**config.mk**
```make
export PLATFORM = sky130hd
export DESIGN_NAME = segment_lcd_scanner
export DESIGN_NICKNAME = d
export VERILOG_FILES = /design/src/segment_lcd_pkg.sv /design/src/segment_lcd_scanner.sv /design/src/scan_divider.sv
export VERILOG_INCLUDE_DIRS = /design/src
export SDC_FILE = /design/constraint.sdc
export NUM_CORES = 1
export LEC_CHECK = 0
export ABC_AREA = 1
export BUFFER_PORTS_ARGS = -buffer_cell sky130_fd_sc_hd__buf_2
export CAP_MARGIN = 10
export CORE_MARGIN = 1.5
export CORE_UTILIZATION = 51
export DETAILED_ROUTE_END_ITERATION = 8
export GPL_TIMING_DRIVEN = 1
export MAX_ROUTING_LAYER = met4
export PLACE_DENSITY = 0.7
export SETUP_SLACK_MARGIN = 0.2
export SYNTH_ARGS = -nofsm -noshare
export SYNTH_HDL_FRONTEND = slang
export SYNTH_SLANG_ARGS = --single-unit
```
**constraint.sdc**
```tcl
create_clock -name clock_in -period 2.84 [get_ports clock_in]
set_input_delay 0.568 -clock clock_in [delete_from_list [all_inputs] [get_ports clock_in]]
set_output_delay 0.568 -clock clock_in [all_outputs]
set_load 0.01 [all_outputs]
```
**src/segment_lcd_consts.svh**
```systemverilog
// Offsets, field positions, reset values and divider counts of the segment LCD scanner.
// Assumes the including file needs plain `define constants only.
`ifndef SEGMENT_LCD_CONSTS_SVH
`define SEGMENT_LCD_CONSTS_SVH

`define LCD_CONTROL_ADDR   8'hd7
`define LCD_CONTROL_RESET  8'h00
`define DISP_RAM_PAGE      4'hb
`define DISP_RAM_FIRST     8'hb0
`define DISP_RAM_LAST      8'hbf
`define DISP_RAM_BYTES     16
`define NUM_SEGMENTS       32
`define NUM_COMMONS        4

`define CTRL_ON_BIT        0
`define CTRL_DUTY_LSB      1
`define CTRL_DUTY_MSB      2
`define CTRL_BIAS_BIT      3
`define CTRL_CLK_LSB       4
`define CTRL_CLK_MSB       5
`define CTRL_RES_OFF_BIT   7

`define DIV_64HZ           10'h200
`define DIV_128HZ          10'h100
`define DIV_256HZ          10'h080
`define DIV_512HZ          10'h040

`endif

```
**src/segment_lcd_pkg.sv**
```systemverilog
// Types shared by the segment LCD scanner and its scan divider.
// Assumes nothing beyond a SystemVerilog compiler.
package segment_lcd_pkg;

  typedef enum logic [1:0] {
    DUTY_QUARTER = 2'h0,
    DUTY_THIRD   = 2'h1,
    DUTY_HALF    = 2'h2,
    DUTY_STATIC  = 2'h3
  } duty_t;

  typedef enum logic [1:0] {
    SCAN_64HZ  = 2'h0,
    SCAN_128HZ = 2'h1,
    SCAN_256HZ = 2'h2,
    SCAN_512HZ = 2'h3
  } scan_clock_select_t;

  // Scan position; Gray-coded along the normal 0-1-2-3 walk
  typedef enum logic [1:0] {
    PHASE_COM0 = 2'h0,
    PHASE_COM1 = 2'h1,
    PHASE_COM2 = 2'h3,
    PHASE_COM3 = 2'h2
  } phase_t;

endpackage

```
**src/segment_lcd_scanner.sv**
```systemverilog
// Segment LCD scanner: control register, display RAM window and segment/common scan.
// Assumes a page-0 register port from the processor and a watch clock pulse from
// the watch timer; analog bias levels are built outside from the digital outputs.
`timescale 1ns/10ps
`include "segment_lcd_consts.svh"

module segment_lcd_scanner (
  input  wire logic        clock_in,         // System clock; watch clock pulses arrive as enables on it
  input  wire logic        rst_in,           // Sync reset, high
  input  wire logic [7:0]  reg_addr_in,      // Page-0 register address
  input  wire logic        reg_wr_in,        // Write strobe
  input  wire logic        reg_rd_in,        // Read strobe
  input  wire logic [7:0]  reg_wdata_in,     // Write data
  output logic      [7:0]  reg_rdata_out,    // Read data, next cycle
  output logic             reg_hit_out,      // Address decoded here
  input  wire logic        watch_tick_in,    // Watch clock pulse
  output logic      [31:0] segment_outputs,  // Segment select levels
  output logic      [3:0]  common_outputs,   // Active common, one-hot
  output logic             frame_start_out,  // Pulse at phase 0
  output logic             lcd_on_out,       // Display enabled
  output logic             bias_half_out,    // 1 = 1/2 bias, 0 = 1/3 bias
  output logic      [1:0]  duty_out,         // Duty field
  output logic             bias_res_off_out  // Internal bias resistors off
);

  ////////////////////////////////////////////////////////////////////////////
  // Helpers

  function automatic logic [2:0] commons_of(input segment_lcd_pkg::duty_t d);
    case (d)
      segment_lcd_pkg::DUTY_QUARTER: commons_of = 3'h4;
      segment_lcd_pkg::DUTY_THIRD:   commons_of = 3'h3;
      segment_lcd_pkg::DUTY_HALF:    commons_of = 3'h2;
      segment_lcd_pkg::DUTY_STATIC:  commons_of = 3'h1;
      default:                       commons_of = 3'h4;
    endcase
  endfunction

  function automatic logic [1:0] phase_index(input segment_lcd_pkg::phase_t p);
    case (p)
      segment_lcd_pkg::PHASE_COM0: phase_index = 2'h0;
      segment_lcd_pkg::PHASE_COM1: phase_index = 2'h1;
      segment_lcd_pkg::PHASE_COM2: phase_index = 2'h2;
      segment_lcd_pkg::PHASE_COM3: phase_index = 2'h3;
      default:                     phase_index = 2'h0;
    endcase
  endfunction

  ////////////////////////////////////////////////////////////////////////////
  // Registers

  logic [7:0]                  ctrl_r;
  logic [7:0]                  ram_r [`DISP_RAM_BYTES];
  segment_lcd_pkg::phase_t     phase_r;
  segment_lcd_pkg::phase_t     phase_nxt;
  segment_lcd_pkg::duty_t      duty;
  logic                        scan_tick;
  logic                        ctrl_hit;
  logic                        ram_hit;
  logic [2:0]                  ncom;
  logic [1:0]                  pidx;

  assign ctrl_hit = (reg_addr_in == `LCD_CONTROL_ADDR);
  assign ram_hit  = (reg_addr_in[7:4] == `DISP_RAM_PAGE);
  assign reg_hit_out = ctrl_hit || ram_hit;
  assign duty = segment_lcd_pkg::duty_t'(ctrl_r[`CTRL_DUTY_MSB:`CTRL_DUTY_LSB]);
  assign ncom = commons_of(duty);
  assign pidx = phase_index(phase_r);

  // Field layout chosen here except the fixed resistor bit
  assign lcd_on_out       = ctrl_r[`CTRL_ON_BIT];
  assign bias_half_out    = ctrl_r[`CTRL_BIAS_BIT];
  assign duty_out         = ctrl_r[`CTRL_DUTY_MSB:`CTRL_DUTY_LSB];
  assign bias_res_off_out = ctrl_r[`CTRL_RES_OFF_BIT];

  always_ff @(posedge clock_in) begin
    if (rst_in) begin
      ctrl_r <= `LCD_CONTROL_RESET;
    end else if (reg_wr_in && ctrl_hit) begin
      ctrl_r <= reg_wdata_in;
    end
  end

  // RAM is plain storage; bits for commons unused at the selected duty keep whatever software wrote
  always_ff @(posedge clock_in) begin
    if (reg_wr_in && ram_hit) begin
      ram_r[reg_addr_in[3:0]] <= reg_wdata_in;
    end
  end

  always_ff @(posedge clock_in) begin
    if (rst_in) begin
      reg_rdata_out <= 8'h00;
    end else if (reg_rd_in) begin
      if (ctrl_hit) begin
        reg_rdata_out <= ctrl_r;
      end else if (ram_hit) begin
        reg_rdata_out <= ram_r[reg_addr_in[3:0]];
      end else begin
        reg_rdata_out <= 8'h00;
      end
    end
  end

  ////////////////////////////////////////////////////////////////////////////
  // Scan sequencer

  // Scan clock needs the watch timer running; no watch ticks, no scan
  scan_divider u_div (
    .clock_in      (clock_in),
    .rst_in        (rst_in),
    .run_in        (lcd_on_out),
    .watch_tick_in (watch_tick_in),
    .scan_sel_in   (segment_lcd_pkg::scan_clock_select_t'(ctrl_r[`CTRL_CLK_MSB:`CTRL_CLK_LSB])),
    .scan_tick_out (scan_tick)
  );

  always_comb begin
    case (phase_r)
      segment_lcd_pkg::PHASE_COM0: phase_nxt = segment_lcd_pkg::PHASE_COM1;
      segment_lcd_pkg::PHASE_COM1: phase_nxt = segment_lcd_pkg::PHASE_COM2;
      segment_lcd_pkg::PHASE_COM2: phase_nxt = segment_lcd_pkg::PHASE_COM3;
      segment_lcd_pkg::PHASE_COM3: phase_nxt = segment_lcd_pkg::PHASE_COM0;
      default:                     phase_nxt = segment_lcd_pkg::PHASE_COM0;
    endcase
    // Wrap after the last common in use, also after a duty change mid-frame
    if ({1'b0, pidx} + 3'h1 >= ncom) begin
      phase_nxt = segment_lcd_pkg::PHASE_COM0;
    end
  end

  // Runs on whatever clock feeds clock_in, so sub-clock operation survives idle
  always_ff @(posedge clock_in) begin
    if (rst_in || !lcd_on_out) begin
      phase_r <= segment_lcd_pkg::PHASE_COM0;
    end else if (scan_tick) begin
      phase_r <= phase_nxt;
    end
  end

  ////////////////////////////////////////////////////////////////////////////
  // Output stage

  // Byte k: low nibble segment 2k, high nibble segment 2k+1, bit n = common n
  always_ff @(posedge clock_in) begin
    if (rst_in || !lcd_on_out) begin
      segment_outputs <= 32'h0000_0000;
      common_outputs  <= 4'h0;
      frame_start_out <= 1'b0;
    end else begin
      for (int s = 0; s < `NUM_SEGMENTS; s++) begin
        segment_outputs[s] <= ram_r[s / 2][(s % 2) * 4 + pidx];
      end
      common_outputs  <= ({1'b0, pidx} < ncom) ? 4'h1 << pidx : 4'h0;
      frame_start_out <= scan_tick && (phase_nxt == segment_lcd_pkg::PHASE_COM0);
    end
  end

  ////////////////////////////////////////////////////////////////////////////
  // Checks

  logic seg0_bit;
  assign seg0_bit = ram_r[0][pidx];

  a_ctrl_reset: assert property (@(posedge clock_in)
    rst_in |=> ctrl_r == 8'h00 && !lcd_on_out)
    else $error("control not cleared by reset");

  a_off_dark: assert property (@(posedge clock_in) disable iff (rst_in)
    !lcd_on_out |=> segment_outputs == 32'h0000_0000 && common_outputs == 4'h0)
    else $error("outputs active while display off");

  a_off_phase: assert property (@(posedge clock_in) disable iff (rst_in)
    !lcd_on_out |=> phase_r == segment_lcd_pkg::PHASE_COM0)
    else $error("sequencer not held while off");

  a_commons_duty: assert property (@(posedge clock_in) disable iff (rst_in)
    (common_outputs >> $past(ncom)) == 4'h0)
    else $error("common beyond duty active");

  a_seg_follow: assert property (@(posedge clock_in) disable iff (rst_in)
    lcd_on_out ##1 lcd_on_out |-> segment_outputs[0] == $past(seg0_bit))
    else $error("segment 0 not following RAM bit");

  a_phase_step: assert property (@(posedge clock_in) disable iff (rst_in)
    (lcd_on_out && scan_tick && pidx == 2'h0 && ncom > 3'h1)
      |=> phase_r == segment_lcd_pkg::PHASE_COM1)
    else $error("phase did not advance on scan tick");

  a_phase_hold: assert property (@(posedge clock_in) disable iff (rst_in)
    (lcd_on_out && !scan_tick) |=> $stable(phase_r))
    else $error("phase moved without scan tick");

  a_ram_write: assert property (@(posedge clock_in) disable iff (rst_in)
    (reg_wr_in && reg_addr_in == `DISP_RAM_FIRST) |=> ram_r[0] == $past(reg_wdata_in))
    else $error("display RAM write lost");

  a_res_bit: assert property (@(posedge clock_in) disable iff (rst_in)
    (reg_wr_in && ctrl_hit) |=> bias_res_off_out == $past(reg_wdata_in[7]))
    else $error("resistor disconnect not written");

  a_static_com: assert property (@(posedge clock_in) disable iff (rst_in)
    (lcd_on_out && duty == segment_lcd_pkg::DUTY_STATIC) [*2] |-> common_outputs == 4'h1)
    else $error("static mode not on common 0");

  c_static_on: cover property (@(posedge clock_in) disable iff (rst_in)
    lcd_on_out && duty == segment_lcd_pkg::DUTY_STATIC && scan_tick);
  c_quarter_wrap: cover property (@(posedge clock_in) disable iff (rst_in)
    phase_r == segment_lcd_pkg::PHASE_COM3 ##1 phase_r == segment_lcd_pkg::PHASE_COM0);
  c_third_frame: cover property (@(posedge clock_in) disable iff (rst_in)
    duty == segment_lcd_pkg::DUTY_THIRD && frame_start_out);
  c_ram_read: cover property (@(posedge clock_in) disable iff (rst_in)
    reg_rd_in && ram_hit);

endmodule

```
**src/scan_divider.sv**
```systemverilog
// Scan clock divider: turns watch clock enable pulses into scan clock pulses.
// Assumes watch_tick_in is a one-cycle pulse at the 32.768 kHz watch clock rate.
`timescale 1ns/10ps
`include "segment_lcd_consts.svh"

module scan_divider (
  input  wire logic                                clock_in,      // System clock
  input  wire logic                                rst_in,        // Sync reset, high
  input  wire logic                                run_in,        // Display on
  input  wire logic                                watch_tick_in, // Watch clock pulse
  input  wire segment_lcd_pkg::scan_clock_select_t scan_sel_in,   // Scan rate
  output logic                                     scan_tick_out  // Scan clock pulse
);

  logic [9:0] count_r;
  logic [9:0] limit;

  always_comb begin
    case (scan_sel_in)
      segment_lcd_pkg::SCAN_64HZ:  limit = `DIV_64HZ;
      segment_lcd_pkg::SCAN_128HZ: limit = `DIV_128HZ;
      segment_lcd_pkg::SCAN_256HZ: limit = `DIV_256HZ;
      segment_lcd_pkg::SCAN_512HZ: limit = `DIV_512HZ;
      default:                     limit = `DIV_64HZ;
    endcase
  end

  // Held clear while off so the first phase after turn-on is full length
  always_ff @(posedge clock_in) begin
    if (rst_in || !run_in) begin
      count_r       <= 10'h000;
      scan_tick_out <= 1'b0;
    end else if (watch_tick_in) begin
      if (count_r >= limit - 10'h001) begin
        count_r       <= 10'h000;
        scan_tick_out <= 1'b1;
      end else begin
        count_r       <= count_r + 10'h001;
        scan_tick_out <= 1'b0;
      end
    end else begin
      scan_tick_out <= 1'b0;
    end
  end

  a_tick_single: assert property (@(posedge clock_in) disable iff (rst_in)
    scan_tick_out |=> !scan_tick_out)
    else $error("scan tick longer than one cycle");

  a_tick_cause: assert property (@(posedge clock_in) disable iff (rst_in)
    scan_tick_out |-> $past(watch_tick_in) && $past(run_in))
    else $error("scan tick without watch tick");

endmodule

```
Word-level counts from Yosys, hierarchy flattened
Memory sizes are Yosys's and may differ from the RTL's.
Index checks and enable logic that the tools add are counted.
{ "word_totals": {"n_memories": 1, "word_cells": 119, "input_bits": 21, "ram_bits": 128, "regBits": 66, "out_inout_bits": 51} }
{ "op_classes": {"add_sub_neg": 4, "mux": 75, "eq_ne": 11, "n_bitwise": 2, "order_cmp": 5, "n_reduce_logical": 12, "n_shift": 1} }
{ "memory_table": {"columns": ["memory", "words", "width", "read_ports", "rd_ports_with_merged_regs", "write_ports", "line", "rtl"], "rows": [
  ["ram_r", 16, 8, 17, 0, 1, "segment_lcd_scanner.sv:53", "logic [7:0] ram_r [`DISP_RAM_BYTES];"]
]} }
{ "ops": {"columns": ["cell", "n"], "rows": [
  ["binary-select mux 1 bit (select 3 bit)", 16],
  ["case mux 10 bit (4 select lines)", 1],
  ["two-way mux 1 bit", 35],
  ["binary-select mux 1 bit (select 2 bit)", 16],
  ["two-way mux 8 bit", 2],
  ["case mux 2 bit (4 select lines)", 2],
  ["equality test 2 bit, second input constant", 6],
  ["case mux 3 bit (4 select lines)", 1],
  ["adder 10 x 1 -> 10 bit, second input constant", 1],
  ["greater-or-equal comparator 10 bit", 1],
  ["two-way mux 10 bit", 1],
  ["subtractor 10 x 1 -> 10 bit, second input constant", 1],
  ["equality test 8 bit, second input constant", 1],
  ["zero test 2 bit", 4],
  ["equality test 2 x 1 -> 1 bit, second input constant", 3],
  ["adder 3 x 2 -> 4 bit, first input constant", 1],
  ["equality test 4 bit, second input constant", 1],
  ["less-than comparator 2 x 4 -> 1 bit, second input constant", 1],
  ["less-than comparator 4 bit, second input constant", 1],
  ["OR reduction 2 bit", 2],
  ["<< shifter 1 x 2 -> 4 bit, first input constant", 1],
  ["adder 2 x 1 -> 3 bit, second input constant", 1],
  ["greater-or-equal comparator 3 bit", 1],
  ["logical AND 1 bit", 3],
  ["other kinds (5)", 7]
]} }

Longest topological paths before layout
Gate-level depths: netlist of the first run.
{ "logic_depth": {"word_depth": 7, "ltp_mapped": 12, "mapped_depth_nobuf": 11} }

Hierarchy
Synthesis of the first run repeated with hierarchy kept, for this count alone.
{ "unflattened": {"hier_cells": 1055, "area_unflattened_um2": 8929.8} }
{ "modules_own_cells": {"columns": ["module", "n_inst", "cells_each", "area_each_um2", "seq_area_each_um2"], "rows": [
  ["segment_lcd_scanner", 1, 956, 8234.1, 4944.7],
  ["scan_divider", 1, 99, 695.7, 220.2]
]} }

Least setup slack after synthesis of the first run
No wires, ideal clock.
{ "synth_path": {"kind": "input port to flip-flop", "start": "input port reg_addr_in[5]", "end": "memory ram_r[4][0], enable pin", "setup_time_ns": 0.370, "path_stages": 6, "required_ns": 2.470, "path_buffers": 0, "path_slack_ns": 0.615, "arrival_time_ns": 1.855, "path_cell_list": "inv_1 > nor3_1 > inv_1 > nor2_1 > nand3_1 > nor2_1"} }
{ "synth_between": {"elab_chain_len": 4} }
{ "synth_lines": {"columns": ["item", "line", "rtl"], "rows": [
  ["start: declaration", "segment_lcd_scanner.sv:10", "input wire logic [7:0] reg_addr_in,"],
  ["equality test 4 bit (no source line)", null, null],
  ["logical AND 1 bit", "segment_lcd_scanner.sv:86", "if (reg_wr_in && ram_hit) begin"],
  ["two-way mux 1 bit", "segment_lcd_scanner.sv:86", null],
  ["two-way mux 1 bit (not written as such)", "segment_lcd_scanner.sv:87", "ram_r[reg_addr_in[3:0]] <= reg_wdata_in;"],
  ["end: declaration", "segment_lcd_scanner.sv:53", null]
]} }
Every way passes these cells.

Worst setup path in the final report of the first run
{ "layout_path": {"start": "register phase_r[0]", "end": "register frame_start_out"} }
{ "layout_between": {"elab_chain_len": 7, "word_cells_on_any_way": 11, "cone_classes": "add/sub (1); order compare (1); eq/ne (3); mux (3); reduce/logical (3)"} }
{ "layout_lines": {"columns": ["item", "line", "rtl"], "rows": [
  ["start: declaration", "segment_lcd_scanner.sv:54", "segment_lcd_pkg::phase_t phase_r;"],
  ["start signal: assignment", "segment_lcd_scanner.sv:135", "phase_r <= segment_lcd_pkg::PHASE_COM0;"],
  ["start signal: assignment", "segment_lcd_scanner.sv:137", "phase_r <= phase_nxt;"],
  ["equality test 2 bit, or another cell as far along", "segment_lcd_scanner.sv:40", "case (p)"],
  ["case mux 2 bit (4 select lines) (*)", "segment_lcd_scanner.sv:40", null],
  ["via pidx[0]", "segment_lcd_scanner.sv:61", "logic [1:0] pidx;"],
  ["adder 2 x 1 -> 3 bit (*)", "segment_lcd_scanner.sv:127", "if ({1'b0, pidx} + 3'h1 >= ncom) begin"],
  ["greater-or-equal comparator 3 bit (*)", "segment_lcd_scanner.sv:127", null],
  ["two-way mux 2 bit (*)", "segment_lcd_scanner.sv:127", null],
  ["zero test 2 bit (*)", "segment_lcd_scanner.sv:155", "frame_start_out <= scan_tick && (phase_nxt == segment_lcd_pkg::PHASE_COM0);"],
  ["logical AND 1 bit (*)", "segment_lcd_scanner.sv:155", null],
  ["end signal: assignment", "segment_lcd_scanner.sv:155", null],
  ["end: declaration", "segment_lcd_scanner.sv:19", "output logic frame_start_out,"]
]} }
The timed path passes the listed nets; every way through them passes the cells marked *.
A chain may end at the register's enable or synchronous reset.

==> results of run 1 <==
per-layer routing:
metal | wire length [um] | share of wire (%) | GRT usage, %
met4 | 513 | 2.4 | 9.60
met5 | 0 | 0 | -
met1 | 9630 | 44 | 35.3
met2 | 10100 | 46 | 39.8
met3 | 1610 | 7.4 | 4.08
Yosys cell counts, drive strengths merged:
master,n
nand2,333
nor2,148
edfxtp,128
o21ai,115
a21oi,67
dfxtp,66
inv,49
clkbuf,31
buf,20
ha,18
nand3,6
nor3,5
clkinv,4
nand4,4
xor2,4
nor3b,2
or2,2
xnor2,2
a21boi,1
conb,1
o21a,1
cell type report:
| type | instances | share of cell area (%) |
|---|---|---|
| sequential | 194 | 51.8 |
| multi-input combinational | 709 | 31.6 |
| timing repair buffer | 101 | 5.95 |
| clock buffer | 18 | 4.31 |
| tap | 220 | 2.76 |
| inverter | 53 | 2.01 |
| clock inverter | 14 | 1.56 |
sequential cells by signal (all words and copies together), names as in the netlist:
register             count
u_div.count_r           10
segment_outputs         32
u_div.scan_tick_out      1
ctrl_r                   8
frame_start_out          1
common_outputs           4
reg_rdata_out            8
phase_r                  2
ram_r                  128
kinds of logic (layout without fill, tap and decap cells):
group                      after synthesis  after routing  synth area share [%]
AOI/OAI and AO/OA                      184            184                  10.6
xor gates and xnor gates                 6              6                 0.602
adders and majority gates               18             18                  2.58
buffers and inverters                  104            186                  4.87
DFF                                    194            194                  59.2
other                                    1              1                0.0430
and+or+nand+nor                        500            500                  22.1
cells in the final DEF, fill, tap and decap left out, drive strengths merged, types with 18 or more instances in the layout:
cell type / Yosys / final
nand2: 333 / 333
a21oi: 67 / 67
inv: 49 / 54
dfxtp: 66 / 66
clkbuf: 31 / 18
edfxtp: 128 / 128
o21ai: 115 / 115
ha: 18 / 18
nor2: 148 / 148
buf: 20 / 101
power by group through the flow:
stage / Sequential [mW] / Combinational, mW / Clock (mW)
after floorplan: 3.08 / 0.142 / 0
after global placement: 3.08 / 0.262 / 0
after detailed placement: 3.08 / 0.262 / 0
after CTS: 3.02 / 0.263 / 2.42
after global routing: 3.02 / 0.291 / 2.53
final: 3.02 / 0.265 / 2.39
metrics by stage:
stage,power [mW],area (sq um),setup slack [ns]
after CTS,5.70,9970,0.617
after global routing,5.84,9970,0.392
after detailed placement,3.34,9380,0.529
after floorplan,3.22,8730,0.615
final,5.68,9970,0.622
after global placement,3.34,9380,0.522
how the worst max path moves through the flow:
stage	start	to	cells past startpoint
floorplan	reg_addr_in[5]	ram_r[4][0]	6
global placement	reg_addr_in[6]	ram_r[2][3]	7
detailed placement	reg_addr_in[6]	ram_r[2][5]	7
CTS	phase_r[0]	frame_start_out	10
global route	phase_r[0]	frame_start_out	10
finish	phase_r[0]	frame_start_out	10
tightest hold or removal path: stages, from the launching register on:
cell	delay [ns]
dfxtp_1	0.30
inv_1	0.06
a21oi_1	0.06
==> run metrics, run 1 <==
synthesized instance count=1,007; top fanout value on the critical path=12; Final Setup Violations=0; full die area=17,900 sq um; Max Freq=around 0.45 GHz; initial DRC count=781; core area=between 15,000 and 20,000 sq um; Netlist cell types=30; Seq/Total Area, Yosys=between 50% and 60%; ANT nets after route=0; Starting Density=52.4%; vias in the first global route=around 6,400; detailed-route DRC error count=0; NetSw=approximately 1.3 mW; antenna violations before repair=0; syn nets=1,046; clock root cell=clkbuf_16; Clk pin slew, worst setup/hold paths=about 0.070 ns; Slew @ Worst Pin=roughly 0.72 ns; first-pass GRT wire length=about 34,000 um; grt ovf=0; Avg WL per Cell=between 15 and 20 um; Synth Cell Area=just under 9000 sq um; number of buffers and inverters on the critical path=2; Placed Cells=approximately 1,300; YS warnings=0; final hold vios=0; synthesized area per cell=roughly 8.7 sq um; Ports=between 70 and 80; Worst Min Path Start=ctrl_r[6]; Via density=around 5.3; GPL Wtd Cong=around 0.87; RSZ-0062 raised after global routing=false; GR Util All Layers=between 20% and 30%; worst r2r src=phase_r[0]; Slew Limit Fails=0; Worst R2R End=frame_start_out; Setup Skew=approximately 0.011 ns; Die Y=134 um; hold slack=~0.46 ns; largest area contributor in the synthesized netlist=edfxtp_1; reg2reg setup slack=around 0.62 ns; CP Cell Sequence=inv_1, ha_1, clkinv_1, ha_1, a21boi_0, o21ai_0, o21a_1, o21ai_0, nand2_1, nor2_1; fin cells=1,309; # Post-CTS Setup Buffers=0; crit path time final=2.22 ns; total number of vias=~7,000; outcome=finished clean; post-layout util=around three fifths; H-tree depth=4; final wirelength=about 22,000 um; CTS tree=yes; cell-internal power=4.39 mW; Sw Ratio=22.6%; CP max stage delay=0.56 ns; Multi-input gate area=around 3100 sq um; PD cells=between 500 and 600 nW/um^2; num rows=47; largest net degree at the start of global routing=80; Max Root-Sink Buffers=2; ANT cells=0; input/output buffers=about 70; Sequential Area=about 5200 sq um; Reg2Reg Depth=10; NumNets Final=1,115; Post-CTS Hold Buffers=0; HP Class=flip-flop to flip-flop; max_cap viols=0; Post-DP HPWL=13,900 um; flops & latches, synth=194; kind of critical path=flip-flop to flip-flop; Req. time, crit path=roughly 3.2 ns; critical path's slowest cell=ha_1; Flop pwr share=a little over half; nature of the critical path endpoint=flip-flop; post-CTS sizing=0; Crit path max-delay family=adder cells; headroom to the max-slew limit=between 50 and 60%; top-area cell type share of the netlist area=between 40 and 50%; worst ir drop on vdd=around 0.58 mV; TritonCTS Buffers=17; drt first pass iters=5; static leakage=roughly 4.3 nW; Worst-Skew Late Latency=around 0.44 ns; Filler cells=1,452; clock sink count=between 150 and 200; Hold Crit Depth=2; setup TNS=0 ns; Hold EP=ctrl_r[6]; largest cells by area after synthesis=edfxtp_1 (44%), dfxtp_1 (15%), nand2_1 (14%), o21ai_0 (6.4%), nor2_1 (6.4%); Critical Path Start Type=flip-flop; share of cells above drive strength 1=12.7%; Die Width=roughly 130 um; crit path DAT=between 2 and 3 ns; Clk pwr share=about 42%; ratio of final minimum period to clock period=78.1%; P&R area growth vs syn=14.2%; combinational power share=under 10%
Note: power is estimated with default switching activity, not from simulation.
==> run 2: changes to the inputs <==
--- a/config.mk
+++ b/config.mk
@@ -6,7 +6,7 @@
 export SDC_FILE = /design/constraint.sdc
 export NUM_CORES = 1
 export LEC_CHECK = 0
-export ABC_AREA = 1
+export ABC_AREA = 0
 export BUFFER_PORTS_ARGS = -buffer_cell sky130_fd_sc_hd__buf_2
 export CAP_MARGIN = 10
 export CORE_MARGIN = 1.5
==> constraint.sdc (replaced) <==
create_clock -name clock_in -period 2.1 [get_ports clock_in]
set_input_delay 0.42 -clock clock_in [delete_from_list [all_inputs] [get_ports clock_in]]
set_output_delay 0.42 -clock clock_in [all_outputs]
set_load 0.01 [all_outputs]
==> run 2 against run 1 <==
Effect of this change: global-route usage down 0.41 points; largest power group unchanged; first-iteration DRC count down 38%; total power up 35%; setup slack worse by 0.38 ns; synthesized cell count down 49%; sequential cell count unchanged; non-clock buffer count up 9; critical path depth down 2; register-to-register slack worse by 0.38 ns; critical path type unchanged.
==> run metrics, run 2 <==
Die Width=131 um (was 134 um); grt ovf=0 (unchanged); Final Setup Violations=0 (unchanged); antenna violations before repair=0 (unchanged); Setup Skew=0.00914 ns (was 0.0113 ns); post-layout util=62.5% (was 59.9%); post-synthesis xor/xnor area fraction=1.05% (was 0.602%); Starting Density=52.3% (was 52.4%); vias in the first global route=4,931 (was 6,447); crit path DAT=2.21 ns (was 2.59 ns); Placed Cells=806 (was 1,277); total number of vias=4,932 (was 6,998); Netlist cell types=48 (was 30); Post-DP HPWL=13,500 um (was 13,900 um); PD cells=770 nW/um^2 (was 569 nW/um^2); full die area=17,100 sq um (was 17,900 sq um); predominant post-synthesis flop cell=edfxtp_1 (unchanged); drt first pass iters=5 (unchanged); largest cells by area after synthesis=edfxtp_1 (46%), dfxtp_1 (16%), mux4_2 (15%), mux4_1 (2.8%), ha_1 (2.7%) (was edfxtp_1 (44%), dfxtp_1 (15%), nand2_1 (14%), o21ai_0 (6.4%), nor2_1 (6.4%)); Slew @ Worst Pin=0.639 ns (was 0.724 ns); max_cap viols=0 (unchanged); top-area cell type share of the netlist area=46.2% (was 44.0%); Req. time, crit path=2.45 ns (was 3.22 ns); YS warnings=0 (unchanged); ANT nets after route=0 (unchanged); top fanout value on the critical path=3 (was 12); nature of the critical path endpoint=flip-flop (unchanged); synthesized area per cell=16.2 sq um (was 8.67 sq um); Power, Total=7.64 mW (was 5.68 mW); final wirelength=19,800 um (was 21,800 um); largest net degree at the start of global routing=24 (was 80); Max Root-Sink Buffers=2 (unchanged); detailed-route DRC error count=0 (unchanged); synthesized instance count=514 (was 1,007); share of cells above drive strength 1=38.0% (was 12.7%); HP Class=primary input to flip-flop (was flip-flop to flip-flop); headroom to the max-slew limit=57.3% (was 51.7%); static leakage=3.67 nW (was 4.26 nW); RSZ-0062 raised after global routing=true (was false); multiplexer share of the synthesized area=19.9% (was 0%); largest area contributor in the synthesized netlist=edfxtp_1 (unchanged); Post-CTS Hold Buffers=0 (unchanged); asr flop ratio synth=0% (unchanged); num rows=46 (was 47); first-pass GRT wire length=29,600 um (was 34,000 um); NumNets Final=655 (was 1,115); kind of critical path=flip-flop to flip-flop (unchanged); count leader, synth=edfxtp_1 (was nand2_1); clock root cell=clkbuf_16 (unchanged); Slew Limit Fails=0 (unchanged); H-tree depth=4 (unchanged); adder-cell share of the synthesized area=2.71% (was 2.58%); Worst-Skew Late Latency=0.43 ns (was 0.44 ns); crit path time final=1.86 ns (was 2.22 ns); clock sink count=194 (unchanged); Final WS setup=0.243 ns (was 0.622 ns); post-layout instance area=9930 sq um (was 9970 sq um); syn nets=553 (was 1,046); worst ir drop on vdd=0.608 mV (was 0.576 mV); largest family of logic cells by synthesized area=multiplexers (was simple AND/OR/NAND/NOR gates); Via density=5.84 (was 5.35); CTS tree=yes (unchanged); ANT cells=0 (unchanged); number of flip-flops in the largest register=128 (unchanged); Synth Cell Area=8310 sq um (was 8730 sq um); Avg WL per Cell=23.5 um (was 16.7 um); setup TNS=0 ns (unchanged); fin cells=845 (was 1,309); Critical Path Start Type=flip-flop (unchanged); input/output buffers=71 (unchanged); P&R area growth vs syn=19.4% (was 14.2%); Max Freq=0.539 GHz (was 0.451 GHz); final hold vios=0 (unchanged); flops & latches, synth=194 (unchanged); Seq/Total Area, Yosys=62.1% (was 59.2%); Die Y=131 um (was 134 um); DP Worst Slack=0.0321 ns (was 0.529 ns); hold slack=0.351 ns (was 0.462 ns); GR Util All Layers=25.6% (was 26.0%); outcome=finished clean (unchanged); commonest cells after routing, fill and taps aside=edfxtp_1 (128), buf_2 (70), dfxtp_1 (62) (was nand2_1 (332), nor2_1 (148), edfxtp_1 (128)); most common cell after layout, fill and taps aside=edfxtp_1 (was nand2_1); GPL Wtd Cong=0.883 (was 0.873); Commonest cells post-synth=edfxtp_1 (128), dfxtp_1 (66), mux4_2 (55) (was nand2_1 (332), nor2_1 (148), edfxtp_1 (128)); Ports=72 (unchanged); DP Area=9150 sq um (was 9380 sq um); Clk pin slew, worst setup/hold paths=0.07 ns (about the same); Post-Synth Simple-Gate Area=7.99% (was 22.1%); TritonCTS Buffers=17 (unchanged); ratio of final minimum period to clock period=88.4% (was 78.1%); initial DRC count=488 (was 781); post-synthesis compound-gate area fraction=3.45% (was 10.6%); core area=15,900 sq um (was 16,600 sq um); number of enable flip-flop cells after synthesis=128 (unchanged)
## run 2: cell count changes after synthesis, moves of 34 or more
cell,change
nand2_1,-309
o21ai_0,-110
nor2_1,-107
a21oi_1,-64
mux4_2,+55
inv_1,-35
and2_1,+34
## run 2: routing by layer
| layer | share of wire, % | GRT usage (%) | wire [um] | vias to the layer above |
|---|---|---|---|---|
| met1 | 41 | 32.9 | 8070 | 2510 |
| met4 | 2.8 | 10.5 | 564 | 0 |
| li1 | - | - | - | 2191 |
| met3 | 7.0 | 5.13 | 1390 | 30 |
| met2 | 49 | 40.3 | 9800 | 201 |
| met5 | 0 | - | 0 | - |
## run 2: final cells by class
cell class,count,area (sq um)
Clock inverter,14,161
Tap cell,216,270
Inverter,13,61.3
Clock buffer,18,429
Timing Repair Buffer,110,756
Sequential cell,194,5170
Fill cell,1208,5960
Multi-Input combinational cell,280,3070
## run 2: power by group
| group | internal (mW) | switching (mW) | leakage (nW) |
|---|---|---|---|
| Combinational | 0.125 | 0.174 | 1.69 |
| Sequential | 4.07 | 0.0115 | 1.69 |
| Clock | 1.87 | 1.39 | 0.290 |
| Total | 6.07 | 1.58 | 3.67 |
## run 2: logic make-up (layout without fill, tap and decap cells)
family                     after synthesis  in the layout
other                                    1              1
AOI/OAI and AO/OA                       38             38
adders and majority gates               18             18
DFF                                    194            194
and+or+nand+nor                        132            132
xor gates and xnor gates                10             10
buffers and inverters                   40            155
muxes                                   81             81
## run 2: path summary, 6_finish.rpt
path | start | end | slack, ns | cells after the start
max | phase_r[0] | phase_r[0] | 0.24 | 8
min | watch_tick_in | u_div.scan_tick_out | 0.35 | 3
max reg2reg | phase_r[0] | phase_r[0] | 0.24 | 8
min reg2reg | ctrl_r[6] | ctrl_r[6] | 0.51 | 2
## run 2: timing repair
action                     4_1_cts  5_1_grt
setup endpoints to repair       20       41
gates cloned                     2        0
pin swaps                        5        9
gates resized for setup          9       21
buffers inserted                 2        3
## run 2: worst max-delay path, stage by stage, from the launching register on
cell      delay (ns)
dfxtp_4         0.36
buf_4           0.14
ha_2            0.18
or2_4           0.25
ha_4            0.23
a21boi_2        0.15
o21ai_2         0.18
o211ai_1        0.12
a21oi_1         0.16
==> run 3: changes to the inputs <==
--- a/config.mk
+++ b/config.mk
@@ -6,7 +6,7 @@
 export SDC_FILE = /design/constraint.sdc
 export NUM_CORES = 1
 export LEC_CHECK = 0
-export ABC_AREA = 0
+export ABC_AREA = 1
 export BUFFER_PORTS_ARGS = -buffer_cell sky130_fd_sc_hd__buf_2
 export CAP_MARGIN = 10
 export CORE_MARGIN = 1.5
==> run 3 against run 2 <==
Effect of this change: clock-buffer cell count grew 1; first-iteration DRC count grew 56%; clock skew grew 0.0017 ns; hold slack lost 0.031 ns; combinational power grew 28%; total power grew 1.1%; critical path type unchanged; critical endpoint is now phase_r[1]; largest cell class unchanged.
==> run metrics, run 3 (synthesized netlist as in run 1, its figures left out) <==
Worst-Skew Late Latency=0.44 ns (was 0.43 ns); Hold Crit Depth=3 (unchanged); Power, Total=7.73 mW (was 7.64 mW); Hold EP=u_div.count_r[0] (was u_div.scan_tick_out); Slew @ Worst Pin=0.560 ns (was 0.639 ns); drt first pass iters=6 (was 5); Worst Min Path Start=watch_tick_in (unchanged); GPL Wtd Cong=0.930 (was 0.883); worst r2r src=phase_r[0] (unchanged); core area=16,600 sq um (was 15,900 sq um); final hold vios=0 (unchanged); commonest cells after routing, fill and taps aside=nand2_1 (331), nor2_1 (132), edfxtp_1 (128) (was edfxtp_1 (128), buf_2 (70), dfxtp_1 (62)); Critical Path Start Type=flip-flop (unchanged); clock sink count=194 (unchanged); headroom to the max-slew limit=62.7% (was 57.3%); crit path DAT=2.26 ns (was 2.21 ns); GR Util All Layers=26.5% (was 25.6%); share of cells above drive strength 1=16.0% (was 38.0%); CP Cell Sequence=ha_1, or2_4, ha_1, a21boi_1, o21ai_1, o21a_1, nand3_2, a21oi_2 (was buf_4, ha_2, or2_4, ha_4, a21boi_2, o21ai_2, o211ai_1, a21oi_1); HP Class=primary input to flip-flop (unchanged); number of buffers and inverters on the critical path=0 (was 1); outcome=finished clean (unchanged); met3 wire len=1680 um (was 1390 um); Crit path max-delay family=compound AO/OA/AOI/OAI gates (unchanged); first-pass GRT wire length=34,700 um (was 29,600 um); total number of vias=7,103 (was 4,932); fin cells=1,317 (was 845); num rows=47 (was 46); Flop pwr share=52.8% (was 53.4%); P&R area growth vs syn=17.0% (was 19.4%); kind of critical path=flip-flop to flip-flop (unchanged); most common cell after layout, fill and taps aside=nand2_1 (was edfxtp_1); NumNets Final=1,123 (was 655); vias in the first global route=6,532 (was 4,931); Max Used Layer=met4 (unchanged); combinational power share=4.9% (was 3.9%); Filler cells=1,419 (was 1,208); clock root cell=clkbuf_16 (unchanged); top fanout value on the critical path=4 (was 3); Post-CTS Hold Buffers=0 (unchanged); CP max stage delay=0.36 ns (about the same); Clk pin slew, worst setup/hold paths=0.07 ns (about the same); Max Freq=0.526 GHz (was 0.539 GHz); Reg2Reg Depth=8 (unchanged); met1 wire length=9600 um (was 8070 um); Starting Density=52.4% (was 52.3%); ANT cells=0 (unchanged); final wirelength=22,600 um (was 19,800 um); Die Y=134 um (was 131 um); static leakage=4.32 nW (was 3.67 nW); Req. time, crit path=2.46 ns (was 2.45 ns); max_cap viols=0 (unchanged); reg2reg setup slack=0.20 ns (was 0.24 ns); Via density=5.39 (was 5.84); input/output buffers=71 (unchanged); nature of the critical path endpoint=flip-flop (unchanged); Max Root-Sink Buffers=2 (unchanged); crit path time final=1.90 ns (was 1.86 ns); antenna violations before repair=0 (unchanged); Setup Skew=0.0109 ns (was 0.00914 ns); ANT nets after route=0 (unchanged); RSZ-0062 raised after global routing=true (unchanged); TritonCTS Buffers=17 (unchanged); Post-DP HPWL=14,300 um (was 13,500 um); Final Setup Violations=0 (unchanged); Die Width=134 um (was 131 um); cell-internal power=6.05 mW (was 6.07 mW); PD cells=757 nW/um^2 (was 770 nW/um^2); Worst R2R End=phase_r[1] (was phase_r[0]); Slew Limit Fails=0 (unchanged); grt ovf=0 (unchanged); detailed-route DRC error count=0 (unchanged); CP most frequent cell=ha_1; CTS tree=yes (unchanged); largest net degree at the start of global routing=54 (was 24); Avg WL per Cell=17.2 um (was 23.5 um); Ports=72 (unchanged); Placed Cells=1,283 (was 806); NetSw=1.68 mW (was 1.58 mW); Sw Ratio=21.7% (was 20.7%); Clk pwr share=42.3% (was 42.7%); post-layout util=61.3% (was 62.5%); H-tree depth=4 (unchanged); number of flip-flops in the largest register=128 (unchanged); ratio of final minimum period to clock period=90.5% (was 88.4%); critical path's slowest cell=dfxtp_2 (was dfxtp_4); initial DRC count=760 (was 488); Detail Route met2 WL=11,000 um (was 9800 um); worst ir drop on vdd=0.708 mV (was 0.608 mV); full die area=17,900 sq um (was 17,100 sq um); critical path depth=8 (unchanged)
## run 3: changes by cell type in the layout (fill, tap and decap cells not counted), sizes merged, moves of 35 or more
| cell | previous run | this run |
|---|---|---|
| nand2 | 23 | 333 |
| o21ai | 3 | 115 |
| nor2 | 41 | 148 |
| a21oi | 3 | 67 |
| mux4 | 64 | 0 |
| inv | 16 | 51 |
## run 3: power by group through the flow
stage	clock, mW	sequential (mW)	combinational [mW]
floorplan	0	4.17	0.195
global placement	0	4.16	0.374
detailed placement	0	4.16	0.376
CTS	3.28	4.08	0.378
global route	3.46	4.08	0.418
finish	3.27	4.08	0.382
## run 3: worst max-delay path by stage
| stage | from | slack (ns) | to |
|---|---|---|---|
| global route | phase_r[0] | 0.13 | phase_r[1] |
| CTS | phase_r[1] | 0.23 | phase_r[1] |
| global placement | reg_addr_in[6] | 0.007 | ram_r[0][0] |
| finish | phase_r[0] | 0.20 | phase_r[1] |
| detailed placement | reg_addr_in[6] | -0.07 | ram_r[0][0] |
| floorplan | phase_r[1] | 0.20 | frame_start_out |
## run 3: timing repair
item	4_1_cts	5_1_grt
pin swaps	2	3
resized for setup	5	9
setup endpoints to repair	3	14
buffers inserted	0	2
## run 3: metrics by stage
| stage | setup TNS (ns) | worst slack (ns) | hold slack [ns] | instance area (sq um) |
|---|---|---|---|---|
| after detailed placement | -1.03 | -0.0739 | 0.445 | 9570 |
| after floorplan | 0 | 0.199 | 0.425 | 8810 |
| after CTS | 0 | 0.229 | 0.316 | 10200 |
| after global placement | 0 | 0.00708 | 0.443 | 9570 |
| after global routing | 0 | 0.129 | 0.338 | 10200 |
| final | 0 | 0.200 | 0.321 | 10200 |
## run 3: final cells by class
type | instances | area (sq um) | share of cell area (%)
clock buffer | 19 | 433 | 4.24
inverter | 53 | 205 | 2.01
timing repair buffer | 109 | 728 | 7.13
multi-input combinational | 709 | 3240 | 31.7
tap | 220 | 275 | 2.70
clock inverter | 13 | 160 | 1.57
sequential | 194 | 5170 | 50.6
## run 3: worst reg2reg max path: cells and delay by family (launching register included)
family	cells	cell delay, ns
compound gates	4	0.58
fa+ha+maj	2	0.53
flops	1	0.36
simple gates	2	0.36
## run 3: layer usage
metal  vias to the layer above  global-route usage (%)
li1                       3436                       -
met1                      3326                    34.3
met2                       304                    43.2
met3                        37                    4.69
met4                         0                    7.61
met5                         -                       -
